### config.mk
export PLATFORM = sky130hd
export DESIGN_NAME = pit_top
export DESIGN_NICKNAME = d
export VERILOG_FILES = /design/src/pkg/pit_pkg.sv /design/src/hw/pit_irq_ctrl.sv /design/src/hw/pit_prescaler.sv /design/src/hw/pit_top.sv
export SDC_FILE = /design/constraint.sdc
export NUM_CORES = 1
export LEC_CHECK = 0
export BUFFER_PORTS_ARGS = -buffer_cell sky130_fd_sc_hd__buf_2
export CORE_ASPECT_RATIO = 1.75
export CORE_MARGIN = 1
export CORE_UTILIZATION = 30
export CTS_CLUSTER_DIAMETER = 60
export DETAILED_ROUTE_END_ITERATION = 10
export PLACE_DENSITY = 0.56
export SYNTH_ARGS = -nofsm -noshare
export SYNTH_HDL_FRONTEND = slang
export SYNTH_SLANG_ARGS = --single-unit
### constraint.sdc
create_clock -name clk -period 5.3 [get_ports clk]
set_clock_uncertainty 0.1 [all_clocks]
set_input_delay 0.53 -clock clk [delete_from_list [all_inputs] [get_ports clk]]
set_output_delay 0.53 -clock clk [all_outputs]
set_load 0.01 [all_outputs]
### src/pkg/pit_pkg.sv
// pit_pkg: constants shared by the prescaled interval timer
// assumes a single 20 MHz clock and the plain register port of pit_top
package pit_pkg;

    // clock
    localparam int CLK_FREQ_HZ = 20_000_000;

    // widths
    localparam int ADDR_W = 8;
    localparam int DATA_W = 16;
    localparam int COUNT_W = 16;
    localparam int SCALE_W = 8;

    // register byte offsets
    localparam logic [7:0] OFS_TIMER_COUNT = 8'h00;
    localparam logic [7:0] OFS_TIMER_SCALE = 8'h04;
    localparam logic [7:0] OFS_TIMER_PERIOD = 8'h08;
    localparam logic [7:0] OFS_CTRL = 8'h0C;
    localparam logic [7:0] OFS_INT_STATUS = 8'h10;
    localparam logic [7:0] OFS_INT_MASK = 8'h14;
    localparam logic [7:0] OFS_STATE = 8'h18;
    localparam logic [7:0] OFS_EXPIRY_COUNT = 8'h1C;

    // control fields
    localparam int CTRL_ENABLE_BIT = 0;
    localparam int CTRL_RESTART_BIT = 1;

    // interrupt status fields
    localparam int INT_W = 2;
    localparam int INT_ZERO_BIT = 0;
    localparam int INT_OVERRUN_BIT = 1;

    // state register fields
    localparam int STATE_RUN_BIT = 0;
    localparam int STATE_PRESCALE_LSB = 8;

    // reset values
    localparam logic [15:0] RST_TIMER_COUNT = 16'h0000;
    localparam logic [7:0] RST_TIMER_SCALE = 8'h00;
    localparam logic [15:0] RST_TIMER_PERIOD = 16'h0000;
    localparam logic [15:0] RST_CTRL = 16'h0000;
    localparam logic [1:0] RST_INT_MASK = 2'h0;

    // register selector
    typedef enum {
        PIT_SEL_NONE,
        PIT_SEL_COUNT,
        PIT_SEL_SCALE,
        PIT_SEL_PERIOD,
        PIT_SEL_CTRL,
        PIT_SEL_STATUS,
        PIT_SEL_MASK,
        PIT_SEL_STATE,
        PIT_SEL_EXPIRY
    } pit_sel_t;

endpackage

### src/hw/pit_irq_ctrl.sv
// pit_irq_ctrl: sticky event status, mask and one level interrupt
// assumes event pulses and write strobes come from the same clock
`timescale 1ns/1ps
`default_nettype none
module pit_irq_ctrl #(
    parameter int INT_W = 2
) (
    input wire logic clk,
    input wire logic rst_n,
    input wire logic [INT_W-1:0] event_set,
    input wire logic clear_wr,
    input wire logic mask_wr,
    input wire logic [INT_W-1:0] wr_bits,
    output logic [INT_W-1:0] status,
    output logic [INT_W-1:0] mask,
    output logic irq
);

    logic [INT_W-1:0] next_status;

    // write one clears, a same-cycle event wins
    always_comb begin
        next_status = status;
        if (clear_wr) begin
            next_status = next_status & ~wr_bits;
        end
        next_status = next_status | event_set;
    end

    always_ff @(posedge clk or negedge rst_n) begin
        if (!rst_n) begin
            status <= '0;
        end else begin
            status <= next_status;
        end
    end

    always_ff @(posedge clk or negedge rst_n) begin
        if (!rst_n) begin
            mask <= '0;
        end else if (mask_wr) begin
            mask <= wr_bits;
        end
    end

    // level request while an enabled bit is set
    always_ff @(posedge clk or negedge rst_n) begin
        if (!rst_n) begin
            irq <= 1'b0;
        end else begin
            irq <= |(next_status & (mask_wr ? wr_bits : mask));
        end
    end

endmodule
`default_nettype wire

### src/hw/pit_prescaler.sv
// pit_prescaler: reloadable cycle divider producing decrement pulses
// assumes scale is stable or that a reload is requested when it changes
`timescale 1ns/1ps
`default_nettype none
module pit_prescaler #(
    parameter int SCALE_W = 8
) (
    input wire logic clk,
    input wire logic rst_n,
    input wire logic run,
    input wire logic reload,
    input wire logic [SCALE_W-1:0] scale,
    output logic tick,
    output logic [SCALE_W-1:0] remain
);

    logic expire;

    assign expire = run && (remain == '0);

    // down count, reload from scale on expiry
    always_ff @(posedge clk or negedge rst_n) begin
        if (!rst_n) begin
            remain <= '0;
        end else if (reload || expire) begin
            remain <= scale;
        end else if (run) begin
            remain <= remain - 1'b1;
        end
    end

    // one decrement pulse per expiry, none when a reload comes in the same cycle
    always_ff @(posedge clk or negedge rst_n) begin
        if (!rst_n) begin
            tick <= 1'b0;
        end else begin
            tick <= expire && !reload;
        end
    end

endmodule
`default_nettype wire

### src/hw/pit_top.sv
// pit_top: prescaled 16-bit interval timer with register port and interrupt
// assumes a single clock; bus strobes come from logic on that clock
// assumes software never raises both strobes in one cycle
// disabling the timer drops a divider tick still in flight
`timescale 1ns/1ps
`default_nettype none
module pit_top
    import pit_pkg::*;
#(
    parameter int COUNT_WIDTH = pit_pkg::COUNT_W,
    parameter int SCALE_WIDTH = pit_pkg::SCALE_W
) (
    input wire logic clk,
    input wire logic rst_n,
    input wire logic [pit_pkg::ADDR_W-1:0] addr,
    input wire logic [pit_pkg::DATA_W-1:0] wr_data,
    input wire logic wr_en,
    input wire logic rd_en,
    output logic [pit_pkg::DATA_W-1:0] rd_data,
    output logic timer_irq,
    output logic timer_event
);

    import pit_pkg::*;

    // register state
    logic [COUNT_WIDTH-1:0] timer_count;
    logic [SCALE_WIDTH-1:0] timer_scale;
    logic [COUNT_WIDTH-1:0] timer_period;
    logic [DATA_W-1:0] ctrl;
    logic [DATA_W-1:0] expiry_count;

    // decoded access
    pit_sel_t wr_sel;
    pit_sel_t rd_sel;
    logic wr_count;
    logic wr_scale;
    logic wr_period;
    logic wr_ctrl;
    logic wr_status;
    logic wr_mask;
    logic wr_expiry;

    // timer datapath
    logic run;
    logic tick;
    logic step;
    logic wr_enable;
    logic wr_restart;
    logic reload_pre;
    logic at_zero;
    logic zero_hit;
    logic reload_count;
    logic clear_zero;
    logic overrun;
    logic [SCALE_WIDTH-1:0] pre_remain;
    logic [COUNT_WIDTH-1:0] next_count;
    logic [INT_W-1:0] int_status;
    logic [INT_W-1:0] int_mask;
    logic [INT_W-1:0] int_events;
    logic [DATA_W-1:0] next_rd_data;

    // read words, unused bits zero
    logic [DATA_W-1:0] count_word;
    logic [DATA_W-1:0] scale_word;
    logic [DATA_W-1:0] period_word;
    logic [DATA_W-1:0] status_word;
    logic [DATA_W-1:0] mask_word;
    logic [DATA_W-1:0] state_word;

    // address to register selector
    function automatic pit_sel_t decode(input logic [ADDR_W-1:0] a);
        pit_sel_t s;
        s = PIT_SEL_NONE;
        unique case (a)
            OFS_TIMER_COUNT: begin
                s = PIT_SEL_COUNT;
            end
            OFS_TIMER_SCALE: begin
                s = PIT_SEL_SCALE;
            end
            OFS_TIMER_PERIOD: begin
                s = PIT_SEL_PERIOD;
            end
            OFS_CTRL: begin
                s = PIT_SEL_CTRL;
            end
            OFS_INT_STATUS: begin
                s = PIT_SEL_STATUS;
            end
            OFS_INT_MASK: begin
                s = PIT_SEL_MASK;
            end
            OFS_STATE: begin
                s = PIT_SEL_STATE;
            end
            OFS_EXPIRY_COUNT: begin
                s = PIT_SEL_EXPIRY;
            end
            default: begin
                s = PIT_SEL_NONE;
            end
        endcase
        return s;
    endfunction

    // widen a field into the data word
    function automatic logic [DATA_W-1:0] widen16(input logic [COUNT_WIDTH-1:0] v);
        logic [DATA_W-1:0] w;
        w = '0;
        w[COUNT_WIDTH-1:0] = v;
        return w;
    endfunction

    function automatic logic [DATA_W-1:0] widen8(input logic [SCALE_WIDTH-1:0] v);
        logic [DATA_W-1:0] w;
        w = '0;
        w[SCALE_WIDTH-1:0] = v;
        return w;
    endfunction

    function automatic logic [DATA_W-1:0] widen_int(input logic [INT_W-1:0] v);
        logic [DATA_W-1:0] w;
        w = '0;
        w[INT_W-1:0] = v;
        return w;
    endfunction

    // running flag and divider remainder in one word
    function automatic logic [DATA_W-1:0] pack_state(input logic r,
        input logic [SCALE_WIDTH-1:0] q);
        logic [DATA_W-1:0] w;
        w = '0;
        w[STATE_RUN_BIT] = r;
        w[STATE_PRESCALE_LSB +: SCALE_WIDTH] = q;
        return w;
    endfunction

    assign wr_sel = wr_en ? decode(addr) : PIT_SEL_NONE;
    assign rd_sel = rd_en ? decode(addr) : PIT_SEL_NONE;

    assign wr_count = (wr_sel == PIT_SEL_COUNT);
    assign wr_scale = (wr_sel == PIT_SEL_SCALE);
    assign wr_period = (wr_sel == PIT_SEL_PERIOD);
    assign wr_ctrl = (wr_sel == PIT_SEL_CTRL);
    assign wr_status = (wr_sel == PIT_SEL_STATUS);
    assign wr_mask = (wr_sel == PIT_SEL_MASK);
    assign wr_expiry = (wr_sel == PIT_SEL_EXPIRY);

    // free running from the enable bit, no processor handshake
    assign run = ctrl[CTRL_ENABLE_BIT];

    // control fields as written
    assign wr_enable = wr_data[CTRL_ENABLE_BIT];
    assign wr_restart = wr_data[CTRL_RESTART_BIT];

    // restart the divider on new scale, restart request or enable edge
    assign reload_pre = wr_scale
        || (wr_ctrl && wr_restart)
        || (wr_ctrl && wr_enable && !run);

    // a tick still in flight when disabled is dropped
    assign step = tick && run;

    assign at_zero = (timer_count == '0);

    // reload due on this decrement pulse
    assign reload_count = step && at_zero;

    // counter found at zero on a decrement pulse, no count write that cycle
    assign zero_hit = reload_count && !wr_count;

    // zero bit being cleared by this write
    assign clear_zero = wr_status && wr_data[INT_ZERO_BIT];

    // a zero expiry while the previous one is still pending
    assign overrun = zero_hit && int_status[INT_ZERO_BIT] && !clear_zero;

    always_comb begin
        int_events = '0;
        int_events[INT_ZERO_BIT] = zero_hit;
        int_events[INT_OVERRUN_BIT] = overrun;
    end

    // control register
    always_ff @(posedge clk or negedge rst_n) begin
        if (!rst_n) begin
            ctrl <= RST_CTRL;
        end else if (wr_ctrl) begin
            ctrl <= '0;
            ctrl[CTRL_ENABLE_BIT] <= wr_enable;
        end
    end

    // scale register steering the divider
    always_ff @(posedge clk or negedge rst_n) begin
        if (!rst_n) begin
            timer_scale <= RST_TIMER_SCALE;
        end else if (wr_scale) begin
            timer_scale <= wr_data[SCALE_WIDTH-1:0];
        end
    end

    // period register
    always_ff @(posedge clk or negedge rst_n) begin
        if (!rst_n) begin
            timer_period <= RST_TIMER_PERIOD;
        end else if (wr_period) begin
            timer_period <= wr_data[COUNT_WIDTH-1:0];
        end
    end

    // count next value: software load beats a decrement
    always_comb begin
        next_count = timer_count;
        if (wr_count) begin
            next_count = wr_data[COUNT_WIDTH-1:0];
        end else if (step) begin
            if (at_zero) begin
                next_count = timer_period;
            end else begin
                next_count = timer_count - 1'b1;
            end
        end
    end

    always_ff @(posedge clk or negedge rst_n) begin
        if (!rst_n) begin
            timer_count <= RST_TIMER_COUNT;
        end else begin
            timer_count <= next_count;
        end
    end

    // number of reloads since reset or the last write, wraps; a clear loses no reload
    always_ff @(posedge clk or negedge rst_n) begin
        if (!rst_n) begin
            expiry_count <= '0;
        end else if (wr_expiry) begin
            expiry_count <= {{(DATA_W-1){1'b0}}, zero_hit};
        end else if (zero_hit) begin
            expiry_count <= expiry_count + 1'b1;
        end
    end

    // dedicated timer event pulse, apart from other sources
    always_ff @(posedge clk or negedge rst_n) begin
        if (!rst_n) begin
            timer_event <= 1'b0;
        end else begin
            timer_event <= zero_hit;
        end
    end

    // read words, unused bits zero
    assign count_word = widen16(timer_count);
    assign scale_word = widen8(timer_scale);
    assign period_word = widen16(timer_period);
    assign status_word = widen_int(int_status);
    assign mask_word = widen_int(int_mask);
    assign state_word = pack_state(run, pre_remain);

    // read multiplexer
    always_comb begin
        next_rd_data = '0;
        unique case (rd_sel)
            PIT_SEL_COUNT: begin
                next_rd_data = count_word;
            end
            PIT_SEL_SCALE: begin
                next_rd_data = scale_word;
            end
            PIT_SEL_PERIOD: begin
                next_rd_data = period_word;
            end
            PIT_SEL_CTRL: begin
                next_rd_data = ctrl;
            end
            PIT_SEL_STATUS: begin
                next_rd_data = status_word;
            end
            PIT_SEL_MASK: begin
                next_rd_data = mask_word;
            end
            PIT_SEL_STATE: begin
                next_rd_data = state_word;
            end
            PIT_SEL_EXPIRY: begin
                next_rd_data = expiry_count;
            end
            PIT_SEL_NONE: begin
                next_rd_data = '0;
            end
        endcase
    end

    // read data stands only in the cycle after the strobe
    always_ff @(posedge clk or negedge rst_n) begin
        if (!rst_n) begin
            rd_data <= '0;
        end else begin
            rd_data <= next_rd_data;
        end
    end

    // cycle divider
    pit_prescaler #(
        .SCALE_W(SCALE_WIDTH)
    ) u_prescaler (
        .clk(clk),
        .rst_n(rst_n),
        .run(run),
        .reload(reload_pre),
        .scale(timer_scale),
        .tick(tick),
        .remain(pre_remain)
    );

    // sticky status, mask and interrupt line
    pit_irq_ctrl #(
        .INT_W(INT_W)
    ) u_irq (
        .clk(clk),
        .rst_n(rst_n),
        .event_set(int_events),
        .clear_wr(wr_status),
        .mask_wr(wr_mask),
        .wr_bits(wr_data[INT_W-1:0]),
        .status(int_status),
        .mask(int_mask),
        .irq(timer_irq)
    );

endmodule
`default_nettype wire

==> impl_metrics.csv <==
group,metric,value,unit
detailed_routing,drt_pass1_iterations,5,
synth,yosys-top-cells-area,"dfrtp_1 46%, mux2_2 6.4%, a21oi_1 4.7%, nor2_1 4.4%, mux2i_1 3.0%",
setup_path,cp.required,5.43,ns
place,placed_area,5100,um^2
die,die_w,97.0,um
die,coreArea,15400,um^2
global_route,grt_max_degree,89,
finish,finalNonFillerCells,714,
synth,yosysWarnings,0,
die,fp.dieH,168,um
synth,ys_seq_elements,88,
synth,postSynthCellCount,491,
sta,fin_ws,2.45,ns
die,design.portCount,46,
sta,hold_violations,0,
clock_tree,cts_setup_buffers,0,
clock_tree,hold_buffers,0,
synth,synth_cell_types,57,
clock_tree,cts.sinks,88,
setup_path,crit_type,"flop to flop",
sta,slew_headroom,0.175,
synth,yosys.area.top_type_share,0.464,
global_route,grt_pass1_wl,22.4,mm
global_route,grt_usage,0.177,
finish,antenna_cells,0,
setup_path,cp_max_fo,16,
clock_tree,cts-resized-gates,0,
synth,synthFlopType,"dfrtp_1",
global_route,grt_pass1_vias,4173,
clock_tree,cts_buffers,9,
synth,avgSynthCellArea,9.66,um^2
global_route,gr-total-overflow,0,
clock_tree,cts.clk_slew.worst_paths,0.06,ns
finish,num-nets-final,555,
setup_path,crit_path_start_kind,"flop",
pwr,p_leak,2.37,nW
run,cap_violations,0,
min_path,hold_path_class,"input pin to async pin",
outcome,run_status,"finished clean",
synth,yosys.area.top_type,"dfrtp_1",
place,hpwlAfterDp,10.1,mm
sta,tns,0,ns
synth,synth_area,4740,um^2
finish,stdcell_area,5370,um^2
place,place_inst,698,
synth,synthArstFlopShare,1.00,
die,rows,60,
finish,areaGrowthSynthToFinish,13.3,%
sta,worst_pin_slew,1.23,ns
pwr,power_density,284,nW/um^2
pwr,fin_total_pwr,1.53,mW
setup_path,cp-end-kind,"flop",
detailed_routing,vias_per_cell,5.51,
clock_tree,cts_root_buffer,"clkbuf_16",
synth,synth_edf_count,0,
sta,final-max-slew-violation-count,0,
setup_path,crit_arrival,2.98,ns
synth,ys_seq_area_frac,0.464,
detailed_routing,drtIter0Drc,212,
synth,synth_nets,523,
clock_tree,clk_latency,0.34,ns
place,dp_slack,2.28,ns
sta,rsz0062_at_grt,"no",
detailed_routing,remaining_drc_errors,0,
sta,fmax,351,MHz
clock_tree,htreeDepth,3,
detailed_routing,avgRoutedWirePerCell,19.2,um
die,die-area,16300,um^2
place,port-buffer-count,45,
global_route,antenna_found_initial,0,
pwr,vdd_ir_drop_max,141,uV
sta,finalCriticalPeriod,2.85,ns
die,start_util,0.308,
detailed_routing,wl,13.7,mm
sta,setup_viol,0,
detailed_routing,antenna_left,0,
clock_tree,tritoncts,"done",
place,place_congestion,0.854,
sta,fin_crit_sh,0.538,
sta,hold_slack,0.291,ns
clock_tree,clockBufferDepth,2,
finish,drive_gt1_frac,0.184,
finish,final_util,0.349,
detailed_routing,via_count,3935,
[final cells by class]
class	instances	area, um^2
Fill cell	1550	10000
Multi-Input combinational cell	368	2390
Sequential cell	88	2200
Clock buffer	11	243
Timing Repair Buffer	46	235
Tap cell	186	233
Inverter	10	37.5
Clock inverter	5	31.3
[final timing paths]
kind | to | startpoint | slack (ns) | cells past startpoint
worst max-delay path | count_word[0] | count_word[4] | 2.45 | 5
worst min-delay path | u_irq.mask[1] | rst_n | 0.29 | 1
worst max register to register | count_word[0] | count_word[4] | 2.45 | 5
worst min register to register | period_word[3] | period_word[3] | 0.45 | 1
max in group asynchronous | period_word[5] | rst_n | 4.07 | 1
min in group clk | count_word[14] | wr_data[14] | 0.33 | 3
[critical path, stage by stage, from the launching register on]
cell	delay (ns)
dfrtp_1	0.42
nor3_2	0.51
nand3_1	0.61
nor2_1	0.61
o311ai_0	0.20
mux2_2	0.28
[cells in the mapped netlist (2+ instances only)]
cell type,number
a211o_1,3
a211oi_1,3
a21oi_1,45
a221o_1,5
a22oi_1,10
a31oi_1,8
and2_1,2
and3_1,5
and4_1,2
buf_1,3
buf_2,8
clkbuf_1,13
dfrtp_1,88
ha_1,4
inv_1,10
mux2_2,27
mux2i_1,14
nand2_1,31
nand2b_1,4
nand3_1,10
nand3b_1,2
nand4_1,12
nand4b_1,2
nor2_1,56
nor2b_1,5
nor3_1,16
nor3b_1,4
nor4_1,5
o211ai_1,4
o21ai_0,25
o221ai_1,2
o22ai_1,2
o31a_1,2
o31ai_1,2
or2_0,2
or2_2,2
or3_1,17
xnor2_1,9
xor2_1,9
[sequential cells by signal, indices dropped and copies added, names as in the netlist]
signal              count
timer_scale             8
ctrl                    1
rd_data                16
expiry_count           16
u_irq.irq               1
count_word             16
u_prescaler.remain      8
timer_event             1
u_prescaler.tick        1
u_irq.status            2
u_irq.mask              2
period_word            16
[routing by layer]
layer / part of all wire / vias to the layer above / global-route usage
met2: 0.52 / 101 / 0.313
met3: 0.030 / 37 / 0.0241
met4: 0.057 / 0 / 0.131
met5: 0 / - / 0
met1: 0.39 / 1931 / 0.189
li1: - / 1866 / -
[report_power, final]
| group | internal, mW | leakage (nW) | total, mW | switching (mW) |
|---|---|---|---|---|
| clock | 0.330 | 0.136 | 0.594 | 0.264 |
| combinational | 0.0764 | 1.05 | 0.159 | 0.0827 |
| sequential | 0.714 | 1.18 | 0.774 | 0.0595 |
[cells by family (layout without fill, tap and decap cells)]
| family | Yosys count | after routing | synth area share |
|---|---|---|---|
| AOI/OAI and AO/OA | 119 | 119 | 0.158 |
| adders and majority gates | 4 | 4 | 0.0106 |
| muxes | 43 | 43 | 0.102 |
| and+or+nand+nor | 184 | 184 | 0.201 |
| xor gates and xnor gates | 18 | 18 | 0.0332 |
| buffers and inverters | 35 | 72 | 0.0314 |
| DFF | 88 | 88 | 0.464 |
[placed cells by master, fill, tap and decap left out, types with 3 or more instances in the layout]
cell,synthesis,routed
xnor2_1,9,9
nand2b_1,4,4
a221o_1,5,5
ha_1,4,4
o21ai_0,25,25
clkinv_2,0,3
dfrtp_1,88,88
inv_1,10,10
a31oi_1,8,8
a211oi_1,3,3
clkbuf_16,0,9
xor2_1,9,9
nand2_1,31,31
and3_1,5,5
a21oi_1,45,45
o211ai_1,4,4
mux2_2,27,27
or3_1,17,17
mux2i_1,14,14
a211o_1,3,3
nor3_1,16,16
a22oi_1,10,10
buf_2,8,44
nand3_1,10,10
nor2_1,56,56
nand4_1,12,12
nor3b_1,4,4
nor4_1,5,5
nor2b_1,5,5
(Power assumes the default switching activity.)
